<file path="src/sfthc_map.svh">
// Register map, field positions, reset values and sizes for the
// serial FIFO threshold configuration block.
// Assumes a 32-bit APB slave with byte addresses.
`ifndef SFTHC_MAP_SVH
`define SFTHC_MAP_SVH
`define SFTHC_OFF_RX_CFG 12'h000
`define SFTHC_OFF_TX_CFG 12'h004
`define SFTHC_OFF_SETUP 12'h008
`define SFTHC_OFF_STATUS 12'h00C
`define SFTHC_OFF_INT_STAT 12'h010
`define SFTHC_OFF_INT_MASK 12'h014
`define SFTHC_CLR_BIT 7
`define SFTHC_SEL_BIT 6
`define SFTHC_LVL_LSB 0
`define SFTHC_SETUP_ENA_BIT 0
`define SFTHC_SETUP_RXIE_BIT 2
`define SFTHC_SETUP_TXIE_BIT 3
`define SFTHC_SETUP_DPX_LSB 8
`define SFTHC_RX_CFG_RST 8'h00
`define SFTHC_TX_CFG_RST 8'h00
`define SFTHC_SETUP_RST 10'h000
`define SFTHC_HALF_DEPTH 3'd4
`define SFTHC_FULL_DEPTH 3'd2
`define SFTHC_EMPTY_LVL 3'd0
`define SFTHC_INT_RX_BIT 0
`define SFTHC_INT_TX_BIT 1
`define SFTHC_INT_STAT_RST 2'h0
`define SFTHC_INT_MASK_RST 2'h0
`define SFTHC_STAT_TXREQ_BIT 0
`define SFTHC_STAT_RXREQ_BIT 1
`define SFTHC_STAT_TXD_LSB 4
`define SFTHC_STAT_RXD_LSB 8
`endif

</file>
<file path="src/sfthc_pkg.sv">
// Types shared by the serial FIFO threshold configuration block.
// Assumes nothing of its surroundings.
package sfthc_pkg;
   typedef enum logic [1:0] {
      SFTHC_DPX_OFF,
      SFTHC_DPX_HALF_RX,
      SFTHC_DPX_HALF_TX,
      SFTHC_DPX_FULL
   } sfthc_duplex_t;
endpackage : sfthc_pkg

</file>
<file path="src/sfthc_lvl_event.sv">
// One FIFO's threshold event: one-cycle pulse on the selected condition.
// Assumes fill level, read strobe and threshold are synchronous to clk.
`timescale 1ns/1ns
module sfthc_lvl_event #(
   parameter int LW = 3
) (
   input wire logic clk,
   input wire logic rst_b,
   input wire logic [LW-1:0] fill_level,
   input wire logic [LW-1:0] threshold,
   input wire logic read_strobe,
   input wire logic cond_select,
   input wire logic above_mode,
   input wire logic active,
   output logic event_pulse
);
   logic hit_r;
   logic hit;
   logic extra;
   assign hit = active && (fill_level == threshold);
   // Rx: content above level at a read; tx: level not equal to the threshold at a read
   assign extra = active && cond_select && read_strobe &&
      (above_mode ? (fill_level > threshold) : (fill_level != threshold));
   always_ff @(posedge clk or negedge rst_b) begin
      if (!rst_b) begin
         hit_r <= 1'b0;
      end else begin
         hit_r <= hit;
      end
   end
   assign event_pulse = (hit && !hit_r) || extra;
endmodule : sfthc_lvl_event

</file>
<file path="src/sfthc_top.sv">
// Serial FIFO threshold configuration: clear strobes, thresholds,
// interrupt events and an APB register file.
// Assumes the FIFOs report their fill levels and read strobes on clk.
`timescale 1ns/1ns
module sfthc_top #(
   parameter int LW = 3
) (
   input wire logic clk,
   input wire logic rst_b,
   input wire logic psel,
   input wire logic penable,
   input wire logic pwrite,
   input wire logic [11:0] paddr,
   input wire logic [31:0] pwdata,
   output logic [31:0] prdata,
   output logic pready,
   output logic pslverr,
   input wire logic [LW-1:0] rx_fill_level,
   input wire logic [LW-1:0] tx_fill_level,
   input wire logic rx_read_strobe,
   input wire logic tx_read_strobe,
   output logic rx_fifo_clear,
   output logic tx_fifo_clear,
   output logic [LW-1:0] rx_fifo_depth,
   output logic [LW-1:0] tx_fifo_depth,
   output logic rx_int_req,
   output logic tx_int_req,
   output logic irq
);
   import sfthc_pkg::*;
`include "sfthc_map.svh"

   logic [7:0] rx_cfg_r;
   logic [7:0] tx_cfg_r;
   logic [9:0] setup_r;
   logic [1:0] int_stat_r;
   logic [1:0] int_mask_r;
   logic rx_clr_r;
   logic tx_clr_r;
   logic [LW-1:0] rx_depth_r;
   logic [LW-1:0] tx_depth_r;
   logic rx_req_r;
   logic tx_req_r;
   logic [31:0] prdata_r;
   logic wr_en;
   logic rd_en;
   logic addr_ok;
   logic [LW-1:0] rx_thr;
   logic [LW-1:0] tx_thr;
   logic rx_ev;
   logic tx_ev;
   logic fifo_on;
   sfthc_duplex_t dpx;
   logic full_dpx;
   logic sel_rx_cfg;
   logic sel_tx_cfg;
   logic sel_setup;
   logic sel_status;
   logic sel_int_stat;
   logic sel_int_mask;
   logic wr_rx_cfg;
   logic wr_tx_cfg;
   logic wr_setup;
   logic wr_int_stat;
   logic wr_int_mask;
   logic [1:0] stat_clr;
   logic [1:0] stat_set;
   logic [31:0] status_word;
   logic [31:0] rd_word;

   assign pready = 1'b1;
   assign wr_en = psel && penable && pwrite;
   assign rd_en = psel && penable && !pwrite;
   // One select per register; any other address is refused
   assign sel_rx_cfg = (paddr == `SFTHC_OFF_RX_CFG);
   assign sel_tx_cfg = (paddr == `SFTHC_OFF_TX_CFG);
   assign sel_setup = (paddr == `SFTHC_OFF_SETUP);
   assign sel_status = (paddr == `SFTHC_OFF_STATUS);
   assign sel_int_stat = (paddr == `SFTHC_OFF_INT_STAT);
   assign sel_int_mask = (paddr == `SFTHC_OFF_INT_MASK);
   assign addr_ok = sel_rx_cfg || sel_tx_cfg || sel_setup ||
      sel_status || sel_int_stat || sel_int_mask;
   assign wr_rx_cfg = wr_en && sel_rx_cfg;
   assign wr_tx_cfg = wr_en && sel_tx_cfg;
   assign wr_setup = wr_en && sel_setup;
   assign wr_int_stat = wr_en && sel_int_stat;
   assign wr_int_mask = wr_en && sel_int_mask;
   assign pslverr = psel && penable && !addr_ok;

   assign fifo_on = setup_r[`SFTHC_SETUP_ENA_BIT];
   assign dpx = sfthc_duplex_t'(setup_r[`SFTHC_SETUP_DPX_LSB +: 2]);
   assign full_dpx = (dpx == SFTHC_DPX_FULL);

   // Receive configuration; the clear bit is a strobe, never stored
   always_ff @(posedge clk or negedge rst_b) begin
      if (!rst_b) begin
         rx_cfg_r <= `SFTHC_RX_CFG_RST;
      end else if (wr_rx_cfg) begin
         rx_cfg_r <= {1'b0, pwdata[`SFTHC_SEL_BIT], 4'h0,
            pwdata[`SFTHC_LVL_LSB +: 2]};
      end
   end

   // Transmit configuration, same layout as receive
   always_ff @(posedge clk or negedge rst_b) begin
      if (!rst_b) begin
         tx_cfg_r <= `SFTHC_TX_CFG_RST;
      end else if (wr_tx_cfg) begin
         tx_cfg_r <= {1'b0, pwdata[`SFTHC_SEL_BIT], 4'h0,
            pwdata[`SFTHC_LVL_LSB +: 2]};
      end
   end

   // FIFO setup: enable, interrupt enables and duplex code
   always_ff @(posedge clk or negedge rst_b) begin
      if (!rst_b) begin
         setup_r <= `SFTHC_SETUP_RST;
      end else if (wr_setup) begin
         setup_r <= {pwdata[`SFTHC_SETUP_DPX_LSB +: 2], 4'h0,
            pwdata[`SFTHC_SETUP_TXIE_BIT], pwdata[`SFTHC_SETUP_RXIE_BIT],
            1'b0, pwdata[`SFTHC_SETUP_ENA_BIT]};
      end
   end

   // Interrupt mask, same layout as the status bits
   always_ff @(posedge clk or negedge rst_b) begin
      if (!rst_b) begin
         int_mask_r <= `SFTHC_INT_MASK_RST;
      end else if (wr_int_mask) begin
         int_mask_r <= pwdata[1:0];
      end
   end

   // One-cycle clear strobes toward the FIFOs, the cycle after the write
   always_ff @(posedge clk or negedge rst_b) begin
      if (!rst_b) begin
         rx_clr_r <= 1'b0;
      end else begin
         rx_clr_r <= wr_rx_cfg && pwdata[`SFTHC_CLR_BIT];
      end
   end

   always_ff @(posedge clk or negedge rst_b) begin
      if (!rst_b) begin
         tx_clr_r <= 1'b0;
      end else begin
         tx_clr_r <= wr_tx_cfg && pwdata[`SFTHC_CLR_BIT];
      end
   end
   assign rx_fifo_clear = rx_clr_r;
   assign tx_fifo_clear = tx_clr_r;

   // FIFO sizing from duplex setting
   always_ff @(posedge clk or negedge rst_b) begin
      if (!rst_b) begin
         rx_depth_r <= '0;
         tx_depth_r <= '0;
      end else if (!fifo_on) begin
         rx_depth_r <= '0;
         tx_depth_r <= '0;
      end else begin
         case (dpx)
            SFTHC_DPX_HALF_RX: begin
               rx_depth_r <= LW'(`SFTHC_HALF_DEPTH);
               tx_depth_r <= '0;
            end
            SFTHC_DPX_HALF_TX: begin
               rx_depth_r <= '0;
               tx_depth_r <= LW'(`SFTHC_HALF_DEPTH);
            end
            SFTHC_DPX_FULL: begin
               rx_depth_r <= LW'(`SFTHC_FULL_DEPTH);
               tx_depth_r <= LW'(`SFTHC_FULL_DEPTH);
            end
            default: begin
               rx_depth_r <= '0;
               tx_depth_r <= '0;
            end
         endcase
      end
   end
   assign rx_fifo_depth = rx_depth_r;
   assign tx_fifo_depth = tx_depth_r;

   // Threshold decode
   always_comb begin
      rx_thr = '0;
      case (rx_cfg_r[1:0])
         2'b00: rx_thr = full_dpx ? LW'(2) : LW'(4);
         2'b01: rx_thr = LW'(1);
         2'b10: rx_thr = LW'(2);
         2'b11: rx_thr = full_dpx ? LW'(1) : LW'(3);
         default: rx_thr = '0;
      endcase
   end

   always_comb begin
      tx_thr = '0;
      case (tx_cfg_r[1:0])
         2'b00: tx_thr = LW'(`SFTHC_EMPTY_LVL);
         2'b01: tx_thr = LW'(1);
         2'b10: tx_thr = full_dpx ? LW'(`SFTHC_EMPTY_LVL) : LW'(2);
         2'b11: tx_thr = full_dpx ? LW'(1) : LW'(3);
         default: tx_thr = '0;
      endcase
   end

   sfthc_lvl_event #(.LW(LW)) u_rx_ev (
      .clk(clk),
      .rst_b(rst_b),
      .fill_level(rx_fill_level),
      .threshold(rx_thr),
      .read_strobe(rx_read_strobe),
      .cond_select(rx_cfg_r[`SFTHC_SEL_BIT]),
      .above_mode(1'b1),
      .active(fifo_on),
      .event_pulse(rx_ev)
   );

   sfthc_lvl_event #(.LW(LW)) u_tx_ev (
      .clk(clk),
      .rst_b(rst_b),
      .fill_level(tx_fill_level),
      .threshold(tx_thr),
      .read_strobe(tx_read_strobe),
      .cond_select(tx_cfg_r[`SFTHC_SEL_BIT]),
      .above_mode(1'b0),
      .active(fifo_on),
      .event_pulse(tx_ev)
   );

   // Interrupt requests: one-cycle pulses, each gated by its enable
   always_ff @(posedge clk or negedge rst_b) begin
      if (!rst_b) begin
         rx_req_r <= 1'b0;
      end else begin
         rx_req_r <= rx_ev && setup_r[`SFTHC_SETUP_RXIE_BIT];
      end
   end

   always_ff @(posedge clk or negedge rst_b) begin
      if (!rst_b) begin
         tx_req_r <= 1'b0;
      end else begin
         tx_req_r <= tx_ev && setup_r[`SFTHC_SETUP_TXIE_BIT];
      end
   end
   assign rx_int_req = rx_req_r;
   assign tx_int_req = tx_req_r;

   // Sticky status, write one to clear; a new event wins over the clear
   assign stat_set = {tx_req_r, rx_req_r};
   assign stat_clr = wr_int_stat ? pwdata[1:0] : 2'h0;
   always_ff @(posedge clk or negedge rst_b) begin
      if (!rst_b) begin
         int_stat_r <= `SFTHC_INT_STAT_RST;
      end else begin
         int_stat_r <= (int_stat_r & ~stat_clr) | stat_set;
      end
   end
   assign irq = |(int_stat_r & int_mask_r);

   // Status word: live FIFO sizes and the request pulses
   always_comb begin
      status_word = 32'h0000_0000;
      status_word[`SFTHC_STAT_RXD_LSB +: 3] = 3'(rx_depth_r);
      status_word[`SFTHC_STAT_TXD_LSB +: 3] = 3'(tx_depth_r);
      status_word[`SFTHC_STAT_RXREQ_BIT] = rx_req_r;
      status_word[`SFTHC_STAT_TXREQ_BIT] = tx_req_r;
   end

   // Read mux; clear bits are never stored, so they read back zero
   always_comb begin
      rd_word = 32'h0000_0000;
      case (paddr)
         `SFTHC_OFF_RX_CFG: rd_word = 32'(rx_cfg_r);
         `SFTHC_OFF_TX_CFG: rd_word = 32'(tx_cfg_r);
         `SFTHC_OFF_SETUP: rd_word = 32'(setup_r);
         `SFTHC_OFF_STATUS: rd_word = status_word;
         `SFTHC_OFF_INT_STAT: rd_word = 32'(int_stat_r);
         `SFTHC_OFF_INT_MASK: rd_word = 32'(int_mask_r);
         default: rd_word = 32'h0000_0000;
      endcase
   end

   // Read data, registered in the setup cycle so it stands at access
   always_ff @(posedge clk or negedge rst_b) begin
      if (!rst_b) begin
         prdata_r <= 32'h0000_0000;
      end else if (psel && !penable && !pwrite) begin
         prdata_r <= rd_word;
      end
   end
   assign prdata = rd_en ? prdata_r : 32'h0000_0000;
endmodule : sfthc_top

</file>
<file path="config.mk">
export PLATFORM = sky130hd
export DESIGN_NAME = sfthc_top
export DESIGN_NICKNAME = d
export VERILOG_FILES = /design/src/sfthc_pkg.sv /design/src/sfthc_lvl_event.sv /design/src/sfthc_top.sv
export VERILOG_INCLUDE_DIRS = /design/src
export SDC_FILE = /design/constraint.sdc
export NUM_CORES = 1
export LEC_CHECK = 0
export BUFFER_PORTS_ARGS = -buffer_cell sky130_fd_sc_hd__clkbuf_2
export CORE_MARGIN = 3
export CORE_UTILIZATION = 45
export DETAILED_ROUTE_END_ITERATION = 8
export GPL_TIMING_DRIVEN = 0
export HOLD_SLACK_MARGIN = 0.03
export PLACE_DENSITY = 0.9
export SLEW_MARGIN = 15
export SYNTH_ARGS = -nofsm -noshare
export SYNTH_HDL_FRONTEND = slang
export SYNTH_SLANG_ARGS = --single-unit
</file>
<file path="constraint.sdc">
create_clock -name clk -period 2.05 [get_ports clk]
set_input_delay 0.615 -clock clk [delete_from_list [all_inputs] [get_ports clk]]
set_output_delay 0.615 -clock clk [all_outputs]
set_load 0.03 [all_outputs]
</file>
**After elaboration in Yosys (flattened, before gate mapping)**

Cells that the tools add are included.

- Output and inout port bits: 45
- Bits of input ports: 57
- Logic and storage cells: 89
- Register bits: 59

- Order comparisons: 1
- Equal/unequal tests: 17
- Bitwise logic cells: 4
- Mux-type cells: 12
- Reduce and logical (&&, ||, !) cells: 41

Operators by type and width:

| kind | count |
|---|---|
| 11-bit case mux with 6 select lines | 1 |
| 32-bit two-way mux | 1 |
| 1-bit logical AND | 25 |
| 12-bit by 4-bit == test with 1-bit output (second input constant) | 2 |
| 12-bit by 5-bit == test with 1-bit output (second input constant) | 2 |
| 3-bit case mux with 4 select lines | 2 |
| 12-bit by 3-bit == test with 1-bit output (second input constant) | 1 |
| 2-bit == test (second input constant) | 6 |
| 12-bit logical NOT | 1 |
| 3-bit case mux with 2 select lines | 2 |
| 3-bit two-way mux | 3 |
| 1-bit logical OR | 7 |
| 2-bit by 1-bit == test with 1-bit output (second input constant) | 3 |
| 3-bit == test | 2 |
| 2-bit two-way mux | 3 |
| 1-bit logical NOT | 5 |
| 2-bit bitwise AND | 2 |
| 2-bit logical NOT | 2 |
| 3-bit > comparator | 1 |
| 3-bit != test | 1 |
| 2-bit NOT | 1 |
| 2-bit bitwise OR | 1 |
| 2-bit OR reduction | 1 |

**Logic depth before layout (Yosys ltp)**

- Word-level depth: 8
- Gate-level depth with buffers: 8
- Mapped depth without buffers: 8

**Modules after synthesis**

From an unflattened synthesis, not the netlist that was laid out.

- Cell total of the unflattened synthesis: 198
- Area, all modules: 1,945.6 um^2

Modules (own cells, without submodules):

| module | area each (um^2) | instances | seq. area each (um^2) | cells each |
|---|---|---|---|---|
| sfthc_top | 1,700.4 | 1 | 775.7 | 168 |
| sfthc_lvl_event | 122.6 | 2 | 25.0 | 15 |

**Worst setup path before layout**

No wires, ideal clock.

- Kind: input port to output port
- From: in paddr[3]
- To: out pslverr
- Path buffers: 1
- Required time: 1,435 ps
- Setup slack: 51 ps
- Cell stages on the path: 3
- Data arrival time: 1,384 ps
- Path through: clkbuf_1 -> a21oi_1 -> nor2_1

- Word-level cells in the longest chain between the ends: 8

RTL lines:

| item | RTL line | source |
|---|---|---|
| start, declared | sfthc_top.sv:13 | `input wire logic [11:0] paddr,` |
| 12-bit by 3-bit == test with 1-bit output or 12-bit logical NOT (tied branches) | - |  |
| 1-bit logical OR (3 in series) | sfthc_top.sv:81 | `assign addr_ok = sel_rx_cfg \|\| sel_tx_cfg \|\| sel_setup \|\|` |
| 1-bit logical OR | sfthc_top.sv:82 | `sel_status \|\| sel_int_stat \|\| sel_int_mask;` |
| 1-bit logical OR * | sfthc_top.sv:82 |  |
| 1-bit logical NOT * | sfthc_top.sv:88 | `assign pslverr = psel && penable && !addr_ok;` |
| 1-bit logical AND * | sfthc_top.sv:88 |  |
| end, declared | sfthc_top.sv:17 | `output logic pslverr,` |

Mark *: on every way between the ends. The rest lies on a longest branch, timed or not.

**Worst setup path after layout**

- From: in paddr[10]
- To: out pslverr

The elaborated chain is that of the path after synthesis.

==> impl_metrics.py <==
metrics = {
    "grt": {
        "antenna_found_initial": 0,
        "grt_pass1_vias": 1415,
        "grt_max_degree": 34,
        "gr-usage-all-layers": 0.169,
        "gr-total-overflow": 0,
        "grt_pass1_wl_um": 6760,
    },
    "critical_path": {
        "critPathMaxFanout": 2,
        "cp-startpoint": "paddr[10]",
        "worstReg2RegEnd": "rx_int_req",
        "cp.required_ps": 1430,
        "cp.arrival_ps": 1550,
        "crit_path_end": "pslverr",
        "path_class": "input port to output port",
        "start_kind": "input port",
        "rr_worst_depth": 8,
        "reg2reg_slack_ps": 270,
        "crit_path_end_kind": "output port",
        "r2r_start": "setup_r[8]",
    },
    "pwr": {
        "power_switching_share": 0.243,
        "pwr-share-comb": 0.142,
        "clkPwrFrac": 0.419,
        "p_switching_w": 0.000363,
        "powerDensity_mw_per_mm2": 591,
        "power_frac_seq": 0.439,
        "power_w": 0.00149,
        "p_int_w": 0.00113,
        "ir_worst_vdd_v": 0.000537,
        "leakagePower_nw": 1.35,
    },
    "timing": {
        "min_period_ps": 2160,
        "clock.fmax_mhz": 463,
        "slew_viol_final": 0,
        "rsz0062_at_grt": "true",
        "tightest_slew_ps": 810,
        "timing.final.ws_setup_ps": -111,
        "timing.hold.ws_ps": 415,
        "max-slew-margin-rel": 0.460,
        "fin_setup_tns_ps": -117,
        "finalCritPeriodShare": 1.05,
        "report.final.hold_viol_count": 0,
        "fin_skew_ps": 2.31,
        "setup_viol": 4,
    },
    "outcome": {
        "status": "finished with violations",
        "violations": "negative setup slack",
    },
    "detailed_routing": {
        "postRouteAntennaNets": 0,
        "drc": 0,
        "routed_via_density": 4.74,
        "via_count": 1535,
        "drt_iter0_markers": 47,
        "wire_per_inst_um": 13.0,
        "drt_pass1_iterations": 4,
        "routed_wl_um": 4220,
    },
    "synth": {
        "ys_types": 44,
        "synth_top_cell_by_area": "dfrtp_1",
        "syn_area_mm2": 0.00195,
        "synthArstFlopShare": 1.00,
        "synth_area_leaders": "dfrtp_1, buf_4, mux2_2",
        "ys_ff_latch": 33,
        "avgSynthCellArea_um2": 10.3,
        "synthCells": 189,
        "synth-edff-count": 0,
        "yosysWarnings": 0,
        "yosysTopAreaCellShare": 0.423,
        "yosys-top-cells-count": "dfrtp_1, buf_4, nand2_1",
        "yosysMostFrequentCell": "dfrtp_1",
        "ys_seq_area_frac": 0.423,
        "yosys_most_used_dff": "dfrtp_1",
    },
    "floorplan": {
        "fp.coreArea_mm2": 0.00409,
        "num_rows": 23,
        "initial_core_util": 0.478,
        "die_x_um": 71.9,
        "die_area_mm2": 0.00517,
        "die_h_um": 71.9,
        "ios": 102,
    },
    "cts": {
        "cts_tree": "yes",
        "clk_pin_slew_ps": 60,
        "ctsHtreeMaxLevel": 2,
        "clk_path_buf_depth": 2,
        "cts_sinks": 33,
        "hold_buffers": 0,
        "clock_tree.root_cell": "clkbuf_8",
        "cts_buffers": 5,
        "insertion_delay_ps": 280,
    },
    "place": {
        "dpl_worst_slack_ps": -214,
        "dp_hpwl_um": 3300,
        "port_buffers": 50,
        "place_congestion": 0.796,
        "dpl_cell_area_mm2": 0.00236,
    },
    "worst_hold_path": {
        "min-delay-path-class": "input port to asynchronous set/reset pin",
    },
    "finish": {
        "syn2layout_area_growth_pct": 29.1,
        "diodes": 0,
        "nets": 333,
        "stdcell_area_mm2": 0.00252,
        "drive_gt1_frac": 0.434,
    },
    "flow_run": {
        "drv_cap": 0,
    },
}
[worst min path at each step]
stage                           start            end  cells past startpoint  slack, ps
after floorplan                 rst_b  int_mask_r[0]                      0        320
after global placement    prdata_r[0]    prdata_r[0]                      2        450
after detailed placement  prdata_r[9]    prdata_r[9]                      2        460
after CTS                       rst_b    rx_cfg_r[6]                      1        440
after global routing            rst_b  u_rx_ev.hit_r                      1        480
final                           rst_b  u_rx_ev.hit_r                      1        420
[layout make-up]
cell class / count / area [um2]
clock inverter: 1 / 30.0
clock buffer: 7 / 86.3
tap: 50 / 62.6
multi-input combinational: 145 / 988
buffer: 32 / 226
timing repair buffer: 54 / 295
sequential: 33 / 826
inverter: 2 / 7.51
fill: 345 / 1560
[placed cells by master, fill, tap and decap left out, drive strengths merged, types with 7 or more instances in the layout]
cell and instances:
nor2 14, o21ai 11, and2 9, nand2 19
clkbuf 60, buf 33, mux2i 7, dfrtp 33
conb 26, mux2 13
[sequential cells by signal, indices dropped and copies added (netlist names)]
signal,cells
tx_fifo_depth,1
u_rx_ev.hit_r,1
tx_fifo_clear,1
rx_fifo_clear,1
rx_cfg_r,3
tx_int_req,1
rx_fifo_depth,2
int_stat_r,2
setup_r,5
rx_int_req,1
prdata_r,9
tx_cfg_r,3
int_mask_r,2
u_tx_ev.hit_r,1
[power by group through the flow]
stage / registers [W] / logic, W / clock network, W
final: 0.000655 / 0.000211 / 0.000625
after global routing: 0.000654 / 0.000228 / 0.000676
after CTS: 0.000654 / 0.000208 / 0.000641
after detailed placement: 0.000667 / 0.000203 / 0
after global placement: 0.000667 / 0.000199 / 0
after floorplan: 0.000666 / 0.000144 / 0
[per-layer routing]
| layer | track usage | up-vias | wire length [um] |
|---|---|---|---|
| li1 | - | 773 | - |
| met1 | 0.205 | 699 | 1680 |
| met2 | 0.286 | 58 | 2180 |
| met3 | 0.0519 | 5 | 302 |
| met4 | 0.0564 | 0 | 46 |
| met5 | 0 | - | 0 |
[kinds of logic (layout without fill, tap and decap cells)]
family / Yosys count / after routing / share of synthesized area
multiplexers: 21 / 21 / 0.128
other: 2 / 26 / 0.00385
AO/OA/AOI/OAI: 22 / 22 / 0.0692
buffers and inverters: 35 / 96 / 0.120
flip-flops: 33 / 33 / 0.423
adder cells (fa/ha/maj): 3 / 3 / 0.0192
AND/OR/NAND/NOR: 72 / 72 / 0.232
XOR/XNOR: 1 / 1 / 0.00449
[per-stage QoR]
stage	cells	util
after floorplan	213	-
after global placement	313	0.577
after detailed placement	313	0.577
after CTS	323	0.612
after global routing	324	0.617
final	324	0.617
[worst max-delay path, cell delays in order]
cell and delay [ps]:
buf_6 100, nor4_4 360, nand3_4 110, a21oi_2 130, nor2_1 70, clkbuf_8 160
[timing repair]
| action | CTS | global route |
|---|---|---|
| setup buffers | 2 | 2 |
| setup endpoints to repair | 10 | 10 |
| gates cloned | 0 | 0 |
| resized for setup | 4 | 3 |
| pin swaps | 2 | 3 |
Power figures use the tool's default switching activity.
